### src/hw/dadof_pkg.sv
package dadof_pkg;
	localparam int DATA_W = 32;
	localparam int ADDR_W = 8;
	localparam int SAMPLE_W = 14;
	localparam int PAIRS = 7;
	localparam int PIPE_DEPTH = 5;
	localparam int PERIOD_W = 8;
	localparam int CUR_W = 14;
	localparam int IDX_W = 7;
	localparam int IRQ_W = 3;
	// Register byte offsets; mode registers sit at four times their index
	localparam logic [ADDR_W-1:0] OFS_SERIAL = 8'h00;
	localparam logic [ADDR_W-1:0] OFS_CLOCK = 8'h08;
	localparam logic [ADDR_W-1:0] OFS_DRIVE = 8'h0C;
	localparam logic [ADDR_W-1:0] OFS_FORMAT = 8'h10;
	localparam logic [ADDR_W-1:0] OFS_IRQ_STATUS = 8'h14;
	localparam logic [ADDR_W-1:0] OFS_IRQ_MASK = 8'h18;
	localparam logic [ADDR_W-1:0] OFS_STATE = 8'h1C;
	localparam logic [IDX_W-1:0] IDX_RESET = 7'h00;
	localparam logic [IDX_W-1:0] IDX_CLOCK = 7'h02;
	localparam logic [IDX_W-1:0] IDX_DRIVE = 7'h03;
	localparam logic [IDX_W-1:0] IDX_FORMAT = 7'h04;
	localparam logic [7:0] REG_RST = 8'h00;
	// Field positions
	localparam int SRST_BIT = 7;
	localparam int CLK_DCS_BIT = 0;
	localparam int CLK_PHASE_LSB = 1;
	localparam int CLK_INVERT_BIT = 3;
	localparam int DRV_SEL_LSB = 0;
	localparam int DRV_TERM_BIT = 3;
	localparam int FMT_TWOS_BIT = 0;
	localparam int SER_RW_BIT = 15;
	localparam int SER_ADDR_LSB = 8;
	localparam int IRQ_A_BIT = 0;
	localparam int IRQ_B_BIT = 1;
	localparam int IRQ_PERIOD_BIT = 2;
	// Sample codes
	localparam logic [SAMPLE_W-1:0] CODE_MID = 14'h2000;
	localparam logic [SAMPLE_W-1:0] CODE_ONES = 14'h3FFF;
	localparam logic [SAMPLE_W-1:0] CODE_ZERO = 14'h0000;
	// Driver currents in microamps
	localparam logic [CUR_W-1:0] CUR_1750 = 14'h06D6;
	localparam logic [CUR_W-1:0] CUR_2100 = 14'h0834;
	localparam logic [CUR_W-1:0] CUR_2500 = 14'h09C4;
	localparam logic [CUR_W-1:0] CUR_3000 = 14'h0BB8;
	localparam logic [CUR_W-1:0] CUR_3500 = 14'h0DAC;
	localparam logic [CUR_W-1:0] CUR_4000 = 14'h0FA0;
	localparam logic [CUR_W-1:0] CUR_4500 = 14'h1194;
	localparam logic [CUR_W-1:0] CUR_7000 = 14'h1B58;
	localparam logic [1:0] RESP_OKAY = 2'h0;
	localparam logic [1:0] RESP_SLVERR = 2'h2;
endpackage

### src/hw/dadof_formatter.sv
`timescale 1ns/10ps
module dadof_formatter (
	input wire logic aclk,
	input wire logic aresetn,
	input wire logic ce,
	input wire logic [dadof_pkg::ADDR_W-1:0] s_axi_awaddr,
	input wire logic s_axi_awvalid,
	output logic s_axi_awready,
	input wire logic [dadof_pkg::DATA_W-1:0] s_axi_wdata,
	input wire logic [3:0] s_axi_wstrb,
	input wire logic s_axi_wvalid,
	output logic s_axi_wready,
	output logic [1:0] s_axi_bresp,
	output logic s_axi_bvalid,
	input wire logic s_axi_bready,
	input wire logic [dadof_pkg::ADDR_W-1:0] s_axi_araddr,
	input wire logic s_axi_arvalid,
	output logic s_axi_arready,
	output logic [dadof_pkg::DATA_W-1:0] s_axi_rdata,
	output logic [1:0] s_axi_rresp,
	output logic s_axi_rvalid,
	input wire logic s_axi_rready,
	input wire logic encode_clock,
	input wire logic [dadof_pkg::SAMPLE_W-1:0] chan_a_code,
	input wire logic chan_a_above,
	input wire logic chan_a_below,
	input wire logic [dadof_pkg::SAMPLE_W-1:0] chan_b_code,
	input wire logic chan_b_above,
	input wire logic chan_b_below,
	input wire logic config_mode_select,
	input wire logic strap_cs,
	input wire logic strap_sdi,
	output logic [dadof_pkg::PAIRS-1:0] chan_a_pair_bits,
	output logic [dadof_pkg::PAIRS-1:0] chan_b_pair_bits,
	output logic range_violation_flag,
	output logic forwarded_output_clock,
	output logic [dadof_pkg::CUR_W-1:0] lvds_current_ua,
	output logic lvds_termination_en,
	output logic dcs_enabled,
	output logic irq
);
	import dadof_pkg::*;

	localparam int RAW_W = 2 * (SAMPLE_W + 2);
	localparam int WORD_W = 2 * (SAMPLE_W + 1);

	function automatic logic [SAMPLE_W:0] format_sample(input logic [SAMPLE_W-1:0] code,
		input logic above, input logic below, input logic twos);
		logic [SAMPLE_W-1:0] c;
		c = code;
		if (above)
			c = CODE_ONES;
		else if (below)
			c = CODE_ZERO;
		c[SAMPLE_W-1] = c[SAMPLE_W-1] ^ twos;
		return {above | below, c};
	endfunction

	function automatic logic [PAIRS-1:0] lane_bits(input logic [SAMPLE_W-1:0] w, input logic odd);
		logic [PAIRS-1:0] r;
		r = '0;
		for (int i = 0; i < PAIRS; i++)
			r[i] = odd ? w[2*i+1] : w[2*i];
		return r;
	endfunction

	function automatic logic [CUR_W-1:0] drive_ua(input logic [2:0] sel);
		logic [CUR_W-1:0] r;
		unique case (sel)
			3'h0: r = CUR_3500;
			3'h1: r = CUR_4000;
			3'h2: r = CUR_4500;
			3'h4: r = CUR_3000;
			3'h5: r = CUR_2500;
			3'h6: r = CUR_2100;
			3'h7: r = CUR_1750;
			default: r = CUR_3500;
		endcase
		return r;
	endfunction

	function automatic logic [7:0] mode_view(input logic [IDX_W-1:0] idx, input logic [7:0] c,
		input logic [7:0] d, input logic [7:0] f);
		logic [7:0] r;
		r = 8'h00;
		if (idx == IDX_CLOCK)
			r = c;
		else if (idx == IDX_DRIVE)
			r = d;
		else if (idx == IDX_FORMAT)
			r = f;
		return r;
	endfunction

	function automatic logic addr_mapped(input logic [ADDR_W-1:0] a);
		return a == OFS_SERIAL || a == OFS_CLOCK || a == OFS_DRIVE || a == OFS_FORMAT
			|| a == OFS_IRQ_STATUS || a == OFS_IRQ_MASK || a == OFS_STATE;
	endfunction

	// Pin synchronisers; sample inputs are stable for a whole encode period
	logic enc_s1, enc_s2, enc_s3;
	logic [RAW_W-1:0] raw_s1, raw_s2;
	logic [2:0] strap_s1, strap_s2;
	always_ff @(posedge aclk)
		if (!aresetn)
		begin
			enc_s1 <= 1'b0;
			enc_s2 <= 1'b0;
			enc_s3 <= 1'b0;
			raw_s1 <= '0;
			raw_s2 <= '0;
			strap_s1 <= 3'h0;
			strap_s2 <= 3'h0;
		end
		else if (ce)
		begin
			enc_s1 <= encode_clock;
			enc_s2 <= enc_s1;
			enc_s3 <= enc_s2;
			raw_s1 <= {chan_a_above, chan_a_below, chan_a_code,
				chan_b_above, chan_b_below, chan_b_code};
			raw_s2 <= raw_s1;
			strap_s1 <= {config_mode_select, strap_cs, strap_sdi};
			strap_s2 <= strap_s1;
		end

	logic enc_rise, par_mode;
	assign enc_rise = enc_s2 & ~enc_s3;
	assign par_mode = strap_s2[2];

	// AXI4-Lite write channel: one write in flight, address and data in either order
	logic aw_got, w_got, wr_fire;
	logic [ADDR_W-1:0] aw_addr;
	logic [DATA_W-1:0] w_data;
	logic [3:0] w_strb;
	assign wr_fire = aw_got & w_got & ~s_axi_bvalid;
	always_ff @(posedge aclk)
		if (!aresetn)
		begin
			aw_got <= 1'b0;
			s_axi_awready <= 1'b0;
			aw_addr <= '0;
		end
		else if (ce)
		begin
			if (s_axi_awvalid && s_axi_awready)
			begin
				aw_addr <= s_axi_awaddr;
				aw_got <= 1'b1;
				s_axi_awready <= 1'b0;
			end
			else if (wr_fire)
				aw_got <= 1'b0;
			else if (!aw_got && !s_axi_bvalid)
				s_axi_awready <= 1'b1;
		end
	always_ff @(posedge aclk)
		if (!aresetn)
		begin
			w_got <= 1'b0;
			s_axi_wready <= 1'b0;
			w_data <= '0;
			w_strb <= 4'h0;
		end
		else if (ce)
		begin
			if (s_axi_wvalid && s_axi_wready)
			begin
				w_data <= s_axi_wdata;
				w_strb <= s_axi_wstrb;
				w_got <= 1'b1;
				s_axi_wready <= 1'b0;
			end
			else if (wr_fire)
				w_got <= 1'b0;
			else if (!w_got && !s_axi_bvalid)
				s_axi_wready <= 1'b1;
		end
	always_ff @(posedge aclk)
		if (!aresetn)
		begin
			s_axi_bvalid <= 1'b0;
			s_axi_bresp <= RESP_OKAY;
		end
		else if (ce)
		begin
			if (wr_fire)
			begin
				s_axi_bvalid <= 1'b1;
				s_axi_bresp <= addr_mapped(aw_addr) ? RESP_OKAY : RESP_SLVERR;
			end
			else if (s_axi_bready)
				s_axi_bvalid <= 1'b0;
		end

	// Mode register writes arrive directly or packed as a serial command word
	logic cfg_we;
	logic [IDX_W-1:0] cfg_idx;
	logic [7:0] cfg_data;
	always_comb
	begin
		cfg_we = 1'b0;
		cfg_idx = {1'b0, aw_addr[ADDR_W-1:2]};
		cfg_data = w_data[7:0];
		if (wr_fire && w_strb[0])
		begin
			if (aw_addr == OFS_SERIAL)
			begin
				cfg_we = w_strb[1] & ~w_data[SER_RW_BIT];
				cfg_idx = w_data[SER_ADDR_LSB +: IDX_W];
			end
			else
				// An unmapped byte address must not alias onto a mode register
				cfg_we = addr_mapped(aw_addr);
		end
	end

	logic [7:0] clock_ctrl_reg, output_drive_reg, data_format_reg, serial_rdata;
	always_ff @(posedge aclk)
		if (!aresetn)
		begin
			clock_ctrl_reg <= REG_RST;
			output_drive_reg <= REG_RST;
			data_format_reg <= REG_RST;
		end
		else if (ce && cfg_we)
		begin
			if (cfg_idx == IDX_RESET && cfg_data[SRST_BIT])
			begin
				// Self-clearing reset bit: it is never stored
				clock_ctrl_reg <= REG_RST;
				output_drive_reg <= REG_RST;
				data_format_reg <= REG_RST;
			end
			else if (cfg_idx == IDX_CLOCK)
				clock_ctrl_reg <= cfg_data;
			else if (cfg_idx == IDX_DRIVE)
				output_drive_reg <= cfg_data;
			else if (cfg_idx == IDX_FORMAT)
				data_format_reg <= cfg_data;
		end
	// Serial read command leaves register untouched and latches its value
	always_ff @(posedge aclk)
		if (!aresetn)
			serial_rdata <= REG_RST;
		else if (ce && wr_fire && aw_addr == OFS_SERIAL && w_strb[1:0] == 2'h3
			&& w_data[SER_RW_BIT])
			serial_rdata <= mode_view(w_data[SER_ADDR_LSB +: IDX_W], clock_ctrl_reg,
				output_drive_reg, data_format_reg);

	// Effective settings; parallel mode only honours the straps
	logic dcs_on, clk_invert, twos;
	logic [1:0] phase_sel;
	assign dcs_on = par_mode ? strap_s2[1] : clock_ctrl_reg[CLK_DCS_BIT];
	assign phase_sel = par_mode ? 2'h0 : clock_ctrl_reg[CLK_PHASE_LSB +: 2];
	assign clk_invert = ~par_mode & clock_ctrl_reg[CLK_INVERT_BIT];
	assign twos = ~par_mode & data_format_reg[FMT_TWOS_BIT];

	logic [CUR_W-1:0] base_ua;
	logic term_on;
	assign base_ua = par_mode ? (strap_s2[0] ? CUR_1750 : CUR_3500)
		: drive_ua(output_drive_reg[DRV_SEL_LSB +: 3]);
	assign term_on = ~par_mode & output_drive_reg[DRV_TERM_BIT];
	always_ff @(posedge aclk)
		if (!aresetn)
		begin
			lvds_current_ua <= CUR_3500;
			lvds_termination_en <= 1'b0;
			dcs_enabled <= 1'b0;
		end
		else if (ce)
		begin
			// Doubling keeps the swing with the extra internal load
			lvds_current_ua <= term_on ? {base_ua[CUR_W-2:0], 1'b0} : base_ua;
			lvds_termination_en <= term_on;
			dcs_enabled <= dcs_on;
		end

	// Encode period measurement drives the regenerated 50% clock
	logic [PERIOD_W-1:0] per_cnt, period;
	logic per_change;
	assign per_change = enc_rise && period != '0 && PERIOD_W'(per_cnt + 1'b1) != period;
	always_ff @(posedge aclk)
		if (!aresetn)
		begin
			per_cnt <= '0;
			period <= '0;
		end
		else if (ce)
		begin
			if (enc_rise)
			begin
				period <= PERIOD_W'(per_cnt + 1'b1);
				per_cnt <= '0;
			end
			else if (per_cnt != '1)
				per_cnt <= PERIOD_W'(per_cnt + 1'b1);
		end

	// Phase is resolved to an eighth of the measured period
	logic [PERIOD_W-1:0] off, pos;
	logic half, shifted;
	always_comb
	begin
		unique case (phase_sel)
			2'h0: off = '0;
			2'h1: off = period >> 3;
			2'h2: off = period >> 2;
			2'h3: off = PERIOD_W'((period >> 2) + (period >> 3));
		endcase
		pos = (per_cnt >= off) ? PERIOD_W'(per_cnt - off) : PERIOD_W'(per_cnt + period - off);
	end
	// Without the stabilizer the encode clock's own duty passes through
	assign half = dcs_on ? (per_cnt >= (period >> 1)) : enc_s2;
	// Shift only takes effect with the stabilizer running
	assign shifted = dcs_on ? (pos >= (period >> 1)) : enc_s2;

	// Sample pipeline: flag and code share every stage
	logic [WORD_W-1:0] pipe [PIPE_DEPTH];
	logic [WORD_W-1:0] word;
	always_ff @(posedge aclk)
		if (!aresetn)
		begin
			for (int i = 0; i < PIPE_DEPTH; i++)
				pipe[i] <= '0;
			word <= '0;
		end
		else if (ce && enc_rise)
		begin
			pipe[0] <= {format_sample(raw_s2[RAW_W-3 -: SAMPLE_W], raw_s2[RAW_W-1],
					raw_s2[RAW_W-2], twos),
				format_sample(raw_s2[SAMPLE_W-1:0], raw_s2[SAMPLE_W+1],
					raw_s2[SAMPLE_W], twos)};
			for (int i = 1; i < PIPE_DEPTH; i++)
				pipe[i] <= pipe[i-1];
			word <= pipe[PIPE_DEPTH-1];
		end

	logic flag_a, flag_b;
	logic [SAMPLE_W-1:0] word_a, word_b;
	assign {flag_a, word_a, flag_b, word_b} = word;

	always_ff @(posedge aclk)
		if (!aresetn)
		begin
			chan_a_pair_bits <= '0;
			chan_b_pair_bits <= '0;
			range_violation_flag <= 1'b0;
			forwarded_output_clock <= 1'b0;
		end
		else if (ce)
		begin
			chan_a_pair_bits <= lane_bits(word_a, half);
			chan_b_pair_bits <= lane_bits(word_b, half);
			range_violation_flag <= half ? flag_b : flag_a;
			forwarded_output_clock <= shifted ^ clk_invert;
		end

	// Interrupts: sticky, write one to clear, a new event beats the clear
	logic [IRQ_W-1:0] irq_status, irq_mask, irq_set, irq_clr;
	assign irq_set = (ce && enc_rise) ? {per_change, pipe[PIPE_DEPTH-1][SAMPLE_W],
		pipe[PIPE_DEPTH-1][WORD_W-1]} : '0;
	assign irq_clr = (wr_fire && aw_addr == OFS_IRQ_STATUS && w_strb[0]) ? w_data[IRQ_W-1:0] : '0;
	always_ff @(posedge aclk)
		if (!aresetn)
		begin
			irq_status <= '0;
			irq_mask <= '0;
			irq <= 1'b0;
		end
		else if (ce)
		begin
			irq_status <= (irq_status & ~irq_clr) | irq_set;
			if (wr_fire && aw_addr == OFS_IRQ_MASK && w_strb[0])
				irq_mask <= w_data[IRQ_W-1:0];
			irq <= |(irq_status & irq_mask);
		end

	// AXI4-Lite read channel
	always_ff @(posedge aclk)
		if (!aresetn)
		begin
			s_axi_arready <= 1'b0;
			s_axi_rvalid <= 1'b0;
			s_axi_rdata <= '0;
			s_axi_rresp <= RESP_OKAY;
		end
		else if (ce)
		begin
			if (s_axi_arvalid && s_axi_arready)
			begin
				s_axi_arready <= 1'b0;
				s_axi_rvalid <= 1'b1;
				s_axi_rresp <= addr_mapped(s_axi_araddr) ? RESP_OKAY : RESP_SLVERR;
				if (s_axi_araddr == OFS_SERIAL)
					s_axi_rdata <= {24'h000000, serial_rdata};
				else if (s_axi_araddr == OFS_IRQ_STATUS)
					s_axi_rdata <= {29'h00000000, irq_status};
				else if (s_axi_araddr == OFS_IRQ_MASK)
					s_axi_rdata <= {29'h00000000, irq_mask};
				else if (s_axi_araddr == OFS_STATE)
					s_axi_rdata <= {22'h000000, period, dcs_on, par_mode};
				else
					s_axi_rdata <= {24'h000000, mode_view({1'b0, s_axi_araddr[ADDR_W-1:2]},
						clock_ctrl_reg, output_drive_reg, data_format_reg)};
			end
			else if (s_axi_rvalid && s_axi_rready)
				s_axi_rvalid <= 1'b0;
			else if (!s_axi_rvalid)
				s_axi_arready <= 1'b1;
		end
endmodule

### config.mk
export PLATFORM = sky130hd
export DESIGN_NAME = dadof_formatter
export DESIGN_NICKNAME = d
export VERILOG_FILES = /design/src/hw/dadof_pkg.sv /design/src/hw/dadof_formatter.sv
export SDC_FILE = /design/constraint.sdc
export NUM_CORES = 1
export LEC_CHECK = 0
export BUFFER_PORTS_ARGS = -buffer_cell sky130_fd_sc_hd__buf_2
export CAP_MARGIN = 10
export CORE_ASPECT_RATIO = 0.6
export CORE_MARGIN = 4
export CORE_UTILIZATION = 25
export CTS_CLUSTER_SIZE = 30
export DETAILED_ROUTE_END_ITERATION = 8
export GPL_ROUTABILITY_DRIVEN = 1
export SETUP_SLACK_MARGIN = 0.05
export SLEW_MARGIN = 20
export SYNTH_ARGS = -nofsm -noshare
export SYNTH_HDL_FRONTEND = slang
export SYNTH_SLANG_ARGS = --single-unit
### constraint.sdc
create_clock -name aclk -period 11.69 [get_ports aclk]
set_input_delay 2.338 -clock aclk [delete_from_list [all_inputs] [get_ports aclk]]
set_output_delay 2.338 -clock aclk [all_outputs]
set_load 0.005 [all_outputs]
### Word level (Yosys, flattened, before mapping)

Memory sizes are Yosys's and may differ from the RTL's.
Index checks and enable logic that the tools add are counted.

| storage, ports and cells | value |
|---|---|
| register bits after elaboration | 259 |
| bits in writable memories | 150 |
| input port bits | 96 |
| output and inout bits | 74 |
| word-level logic and storage cells | 265 |
| memories | 1 |

| operators by class | value |
|---|---|
| add/subtract/negate cells | 5 |
| magnitude comparators | 3 |
| equal/unequal tests | 39 |
| muxes and demuxes | 87 |
| bitwise gates (word level) | 25 |
| reductions and logical operators | 68 |

Memory list:

| name | depth | width | read ports | clocked after memory_dff | wr ports | line | RTL |
|---|---|---|---|---|---|---|---|
| pipe | 5 | 30 | 5 | 0 | 5 | dadof_formatter.sv:319 | `logic [WORD_W-1:0] pipe [PIPE_DEPTH];` |

Operator list:

| cell | number |
|---|---|
| 2-to-1 mux 30 bit | 5 |
| 2-to-1 mux 8 bit | 18 |
| 2-to-1 mux 14 bit | 10 |
| case mux 13 bit (6 select lines) | 1 |
| equality test 8 x 5 -> 1 bit (second input constant) | 8 |
| 2-to-1 mux 1 bit | 40 |
| 2-to-1 mux 10 bit | 4 |
| equality test 8 x 4 -> 1 bit (second input constant) | 4 |
| case mux 8 bit (4 select lines) | 1 |
| equality test 7 x 2 -> 1 bit (second input constant) | 4 |
| AND reduction 2 bit | 12 |
| logical AND 1 bit | 20 |
| nonzero test 2 bit | 10 |
| >= comparator 8 x 7 -> 1 bit | 2 |
| zero test 8 bit | 2 |
| subtractor 8 bit | 2 |
| equality test 7 x 3 -> 1 bit (second input constant) | 2 |
| 2-to-1 mux 7 bit | 2 |
| equality test 3 bit (second input constant) | 4 |
| equality test 6 x 2 -> 1 bit (second input constant) | 2 |
| logical OR 1 bit | 12 |
| 2-to-1 mux 12 bit | 1 |
| AND reduction 3 bit | 4 |
| adder 8 x 1 -> 8 bit (second input constant) | 1 |
| 27 further kinds | 56 |

### Logic depth before layout (Yosys ltp)

Gate-level depths: netlist of the first run.

| logic depth | value |
|---|---|
| depth after elaboration | 11 |
| gate-level depth with buffers | 23 |
| depth with buffers taken out | 23 |

### Worst setup path after synthesis of the first run

No wires, ideal clock.

| path | value |
|---|---|
| kind | input-to-reg |
| start | input port aresetn |
| end | memory pipe[0][0] (netlist name), enable pin |
| library setup time | 1.253 ns |
| arrival time | 5.591 ns |
| data required time | 10.437 ns |
| setup slack | 4.846 ns |
| stages | 4 |
| path buffers | 3 |
| cells stage by stage | clkbuf_1 -> clkbuf_1 -> clkbuf_1 -> nand2_1 |

RTL lines:

| item | line | RTL |
|---|---|---|
| from (decl) | dadof_formatter.sv:4 | `input wire logic aresetn,` |
| to (decl) | dadof_formatter.sv:319 |  |

### Worst setup path after layout of the first run

| path | value |
|---|---|
| start | register period[4] |
| end | register forwarded_output_clock |

| on the way | value |
|---|---|
| longest elaborated chain between the ends | 7 |
| elaborated cells on any way between the ends | 10 |
| classes of those cells | 4 x add/sub; 2 x order compare; 3 x mux; 1 x bitwise |

RTL lines:

| item | line | RTL |
|---|---|---|
| from (decl) | dadof_formatter.sv:280 | `logic [PERIOD_W-1:0] per_cnt, period;` |
| from (signal assigned) | dadof_formatter.sv:293 | `period <= PERIOD_W'(per_cnt + 1'b1);` |
| adder 6 x 5 -> 7 bit | dadof_formatter.sv:309 | `2'h3: off = PERIOD_W'((period >> 2) + (period >> 3));` |
| case mux 8 bit (4 select lines) | dadof_formatter.sv:305 | `unique case (phase_sel)` |
| subtractor 8 bit or >= comparator 8 bit (tied branches) | dadof_formatter.sv:311 | `pos = (per_cnt >= off) ? PERIOD_W'(per_cnt - off) : PERIOD_W'(per_cnt + period - off);` |
| 2-to-1 mux 8 bit | dadof_formatter.sv:311 |  |
| >= comparator 8 x 7 -> 1 bit (*) | dadof_formatter.sv:316 | `assign shifted = dcs_on ? (pos >= (period >> 1)) : enc_s2;` |
| 2-to-1 mux 1 bit (*) | dadof_formatter.sv:316 |  |
| XOR 1 bit (*) | dadof_formatter.sv:356 | `forwarded_output_clock <= shifted ^ clk_invert;` |
| to (signal assigned) | dadof_formatter.sv:356 |  |
| to (decl) | dadof_formatter.sv:36 | `output logic forwarded_output_clock,` |

Every way passes the cells marked *; elsewhere a longest branch is shown, timed or not. The select of a mux whose other input is x is not followed.
A chain may end at the register's enable or synchronous reset.

==> results of run 1 <==
==> power by group <==
part / switching [µW] / internal (µW)
sequential: 25.0 / 1430
clock: 516 / 766
combinational: 108 / 60.5
total: 650 / 2260
==> per-stage QoR <==
step                hold WS, ns  utilization
floorplan                 0.435            -
CTS                       0.456        0.291
global route              0.480        0.291
detailed placement        0.448        0.271
global placement          0.447        0.271
finish                    0.457        0.291
==> logic make-up after synthesis <==
logic type	share of synthesized area
buffers and inverters	0.0492
adders and majority gates	0.0397
other	0.000219
muxes	0.0680
AOI/OAI and AO/OA	0.119
xor gates and xnor gates	0.0159
and+or+nand+nor	0.171
DFF	0.537
==> cell type report <==
class	instances	area share
flip-flops and latches	384	0.464
multi-input cells	1182	0.363
repair buffers	137	0.0367
inverters	52	0.0101
clock inverters	12	0.00620
well taps	912	0.0577
clock buffers	63	0.0618
==> tightest hold or removal path: cells and delay by family (launching register included) <==
family	cells	cell delay, ns
AO/OA/AOI/OAI	1	0.05
flip-flops	1	0.31
AND/OR/NAND/NOR	1	0.05
==> metal layers <==
layer	vias to the layer above	track usage
li1	6223	-
met3	61	0.0413
met4	0	0.0263
met2	347	0.159
met1	6018	0.172
met5	-	0
==> worst min path at each step <==
stage | from | endpoint | slack (ns) | depth (start not counted)
floorplan | word[0] | word[0] | 0.43 | 2
global placement | word[14] | word[14] | 0.45 | 2
detailed placement | word[27] | word[27] | 0.45 | 2
CTS | word[14] | word[14] | 0.46 | 2
global route | word[20] | word[20] | 0.48 | 2
finish | word[19] | word[19] | 0.46 | 2
==> layout by cell type (no fill, tap or decap), drive strengths merged, types with 5 or more instances in the layout <==
master / Yosys / routed
and3: 126 / 126
dfxtp: 234 / 234
nand4: 6 / 6
o21ai: 66 / 66
o211ai: 8 / 8
nand3: 31 / 31
inv: 51 / 53
or3: 6 / 6
clkbuf: 104 / 64
xor2: 6 / 6
nor2b: 6 / 6
nor2: 179 / 179
fa: 9 / 9
mux2i: 114 / 114
xnor2: 25 / 25
edfxtp: 150 / 150
a21oi: 161 / 161
nor3b: 5 / 5
clkinv: 1 / 8
buf: 42 / 136
a222oi: 9 / 9
nand2: 207 / 207
ha: 40 / 40
conb: 1 / 25
nor3: 19 / 19
a21o: 7 / 7
a31oi: 20 / 20
nand2b: 12 / 12
a211oi: 22 / 22
and2: 6 / 6
==> qor.yml, run 1 <==
status: "completed"
end_kind: "flip-flop"
fin_cells: 2742
root_buffer: "clkbuf_16"
synth_warnings: 0
gp_congestion: 0.855
io_buffers: 126
fp-row-count: 74
regMostFlops: "pipe"
die_w_um: 346
core-area_mm2: 0.0680
ff_latch_area_mm2: 0.00919
syn-cell-area_mm2: 0.0171
cts_max_level: 2
reg2reg_depth: 20
power_uw: 2910
p_per_area_mw_per_mm2: 147
yosysUniqueCellTypes: 78
tightest_slew_ns: 1.09
drt_iter0_drc: 1067
r2r_start: "period[4]"
insertion_delay_ns: 0.55
drv_cap: 0
overflow: 0
ir_drop_v: 0.000100
drcViolationCount: 0
nNetsFinal: 1943
synthTopCellsByCount: "dfxtp_1, nand2_1, nor2_1"
grt_pass1_vias: 12200
die_h_um: 211
grt_first_pass_wirelength_um: 68800
finClkSkew_ns: 0.0129
wl_met3_um: 3790
critPathLaunchType: "flip-flop"
start_util: 0.252
num-fill-cells: 7098
cts_buffers: 41
avgSynthCellArea_um2: 9.84
ctsHoldBuffers: 0
cp_num_buf_inv: 1
ant_nets: 0
cp_num_cells: 20
grt_use_total: 0.116
hold_viol_final: 0
antenna_found_initial: 1
hp-class: "flip-flop to flip-flop"
synth_seq_cells: 384
period_needed_ns: 5.83
synthTopCellsByArea: "dfxtp_1, edfxtp_1, mux2i_1"
multi_input_area_mm2: 0.00719
setup-violations-final: 0
critPathLaunch: "period[4]"
synth_seq_area_share: 0.537
largest_reg_flops: 150
drt_wl_total_um: 43500
p_leak_uw: 0.00791
yosysTopAreaCell: "dfxtp_1"
async_flop_share: 0
m1WireLength_um: 22000
ys.flop_type: "dfxtp_1"
postCtsSetupRepairBufs: 0
worst_slack_ns: 5.86
postLayoutCellArea_mm2: 0.0198
grt_max_degree: 150
highest_layer: "met4"
crit_fanout: 13
cts_tree: "yes"
fmax_mhz: 172
clkSinkCount: 384
finalCritPeriodShare: 0.499
dr_total_vias: 12600
cts_resized: 0
dr_wl_met2_um: 16900
synth-edff-count: 150
hpwl_um: 30800
synth_top_area_frac: 0.274
viasPerCell: 4.61
crit_slowest_cell: "dfxtp_1"
die_area_mm2: 0.0729
drive_gt1_frac: 0.118
detail_route.wl_per_cell_um: 15.9
place_area_mm2: 0.0184
path_cells: "inv_1 > ha_1 > a21oi_1 > o21bai_1 > a21oi_1 > o21a_1 > o21ai_0 > ha_1 > a21oi_1 > o2111ai_1 > a311o_1 > nand2_1 > o21ai_0 > ha_1 > nand2b_1 > a2111oi_0 > o31a_1 > nor4bb_1 > nor3_1 > a211o_1"
tns_ns: 0
worstPathRequired_ns: 12.11
rsz0062_at_grt: "false"
area_growth_pct: 15.6
crit_arrival_ns: 6.25
synthCells: 1740
rr_endpoint: "forwarded_output_clock"
crit_end: "forwarded_output_clock"
reg_top3: "pipe (150), raw_s1 (32), raw_s2 (32)"
io_pins: 170
yosysMostFrequentCell: "dfxtp_1"
clkTransAtPathRegs_ns: 0.06
slew_headroom: 0.268
diodes: 0
crit_type: "flip-flop to flip-flop"
drv_slew: 0
crit_path_max_incr_delay_ns: 0.58
dp_cells: 2666
crit_family: "compound AO/OA/AOI/OAI gates"
drt_first_pass_iters: 6
r2r_setup_slack_ns: 5.86
place_ws_ns: 5.88
cts_max_path_buffers: 3
(Power assumes the default switching activity.)
==> inputs of run 2 (changes only) <==
==> constraint.sdc (replaced) <==
create_clock -name aclk -period 5.3 [get_ports aclk]
set_input_delay 1.06 -clock aclk [delete_from_list [all_inputs] [get_ports aclk]]
set_output_delay 1.06 -clock aclk [all_outputs]
set_load 0.005 [all_outputs]
==> run 2 against run 1 <==
  * Critical path depth rose by 3
  * Via count rose by 1.6%
  * Final area up 2.3%
  * Die area stayed put
  * Clock skew rose by 0.0059 ns
  * First-iteration DRC count increased by 1.6%
  * Sequential share of layout area is 1.0 points lower
  * Critical endpoint unchanged
  * Largest cell class unchanged
  * Largest power group unchanged
==> qor.yml, run 2 (synthesis gave the netlist of run 1 again) <==
status: "completed"  # unchanged
regMostFlops: "pipe"  # unchanged
fin_util: 0.298  # was 0.291
drcViolationCount: 0  # unchanged
cts_tree: "yes"  # unchanged
tightest_slew_ns: 1.15  # was 1.09 ns
insertion_delay_ns: 0.56  # was 0.55 ns
io_buffers: 126  # unchanged
crit_fanout: 7  # was 13
slew_headroom: 0.232  # was 0.268
drive_gt1_frac: 0.145  # was 0.118
fmax_mhz: 199  # was 172 MHz
finClkSkew_ns: 0.0188  # was 0.0129 ns
largest_reg_flops: 150  # unchanged
overflow: 0  # unchanged
drt_iter0_drc: 1084  # was 1067
crit_arrival_ns: 5.49  # was 6.25 ns
setup-violations-final: 0  # unchanged
finalCritPeriodShare: 0.949  # was 0.499
period_needed_ns: 5.03  # was 5.83 ns
grt_max_degree: 109  # was 150
clkTransAtPathRegs_ns: 0.07  # was 0.06 ns
worstPathRequired_ns: 5.76  # was 12.11 ns
postCtsSetupRepairBufs: 0  # unchanged
worst_slack_ns: 0.270  # was 5.86 ns
layout_common_cells: "dfxtp_1, nand2_1, nor2_1"  # unchanged
cts_max_path_buffers: 3  # unchanged
drv_cap: 0  # unchanged
r2r_start: "period[3]"  # was period[4]
ctsHoldBuffers: 0  # unchanged
grt_use_total: 0.119  # was 0.116
hpwl_um: 32300  # was 30800 µm
grt_pass1_vias: 12200  # about the same
layout.cells.most_common: "dfxtp_1"  # unchanged
r2r_setup_slack_ns: 0.27  # was 5.86 ns
rsz0062_at_grt: "false"  # unchanged
gp_congestion: 0.844  # was 0.855
start_util: 0.252  # unchanged
die_area_mm2: 0.0729  # unchanged
critPathLaunchType: "flip-flop"  # unchanged
grt_first_pass_wirelength_um: 70400  # was 68800 µm
crit_type: "flip-flop to flip-flop"  # unchanged
critPathLaunch: "period[3]"  # was period[4]
core-area_mm2: 0.0680  # unchanged
io_pins: 170  # unchanged
hp-class: "flip-flop to flip-flop"  # unchanged
p_leak_uw: 0.00815  # was 0.00791 µW
drt_first_pass_iters: 7  # was 6
fp-row-count: 74  # unchanged
nNetsFinal: 1989  # was 1943
ant_nets: 0  # unchanged
detail_route.wl_per_cell_um: 16.2  # was 15.9 µm
dr_total_vias: 12900  # was 12600
area_growth_pct: 18.2  # was 15.6%
drv_slew: 0  # unchanged
cts_max_level: 2  # unchanged
viasPerCell: 4.61  # about the same
drt_wl_total_um: 45200  # was 43500 µm
root_buffer: "clkbuf_16"  # unchanged
antenna_found_initial: 2  # was 1
end_kind: "flip-flop"  # unchanged
ir_drop_v: 0.000239  # was 0.000100 V
clkSinkCount: 384  # unchanged
die_w_um: 346  # unchanged
cts_buffers: 41  # unchanged
die_h_um: 211  # unchanged
p_per_area_mw_per_mm2: 321  # was 147 mW/mm²
place_ws_ns: -0.0426  # was 5.88 ns
reg_top3: "pipe (150), raw_s1 (32), raw_s2 (32)"  # unchanged
holdCritStartpoint: "aw_addr[1]"  # was word[19]
hold_viol_final: 0  # unchanged
## run 2: cell types whose count changed in the layout (fill, tap and decap cells not counted), sizes merged
cell | before | now
buf | 136 | 183
diode | 0 | 1
inv | 53 | 52
clkbuf | 64 | 56
clkinv | 8 | 15
## run 2: power by group
part	internal, µW	switching [µW]	total [µW]
registers	3160	49.0	3210
clock network	1690	1180	2870
logic	149	261	410
## run 2: area by class of cell
cell class | count | area [µm²]
Multi-Input combinational cell | 1182 | 7280
Clock buffer | 56 | 1200
Sequential cell | 384 | 9190
Antenna cell | 1 | 2.50
Timing Repair Buffer | 183 | 1070
Inverter | 52 | 200
Fill cell | 7037 | 47700
Clock inverter | 18 | 168
Tap cell | 912 | 1140
## run 2: worst paths after layout
kind	endpoint	cells past startpoint
worst max-delay path	forwarded_output_clock	23
worst min-delay path	aw_addr[1]	2
worst max register to register	forwarded_output_clock	23
worst min register to register	aw_addr[1]	2
## run 2: stage by stage
step	instances	hold WS, ns	TNS (ns)	area [µm²]	power, µW
6_report	2788	0.455	0	20200	6490
5_1_grt	2787	0.474	0	20200	6760
4_1_cts	2787	0.456	0	20200	6560
3_5_place_dp	2713	0.448	-0.0426	18800	3680
3_3_place_gp	2712	0.444	0	18800	3670
2_1_floorplan	1764	0.435	0	17200	3530
## run 2: layer usage
metal / wire length [µm] / vias up / part of all wire / track usage
li1: - / 6316 / - / -
met1: 23200 / 6122 / 0.51 / 0.185
met2: 17200 / 365 / 0.38 / 0.157
met3: 4260 / 49 / 0.094 / 0.0403
met4: 629 / 0 / 0.014 / 0.0252
met5: 0 / - / 0 / 0
## run 2: worst max-delay path, cell delays in order (launching register included)
cell and delay (ns):
dfxtp_2 0.34, ha_2 0.19, fa_2 0.53, nand2_1 0.05
o21ai_0 0.08, nand2_1 0.07, nand2_1 0.10, nand2_1 0.08
buf_4 0.17, fa_1 0.49, a21oi_2 0.18, o2111ai_1 0.13
a311o_2 0.50, buf_4 0.21, o21ai_0 0.10, o21a_1 0.19
ha_4 0.17, buf_4 0.11, o2111ai_1 0.11, o31a_1 0.33
buf_4 0.14, o311a_1 0.14, o31a_1 0.28, a211o_1 0.22
## run 2: timing repair
item	4_1_cts	5_1_grt
pin swaps	0	7
endpoints found under the setup margin	1	1
resized for setup	3	17
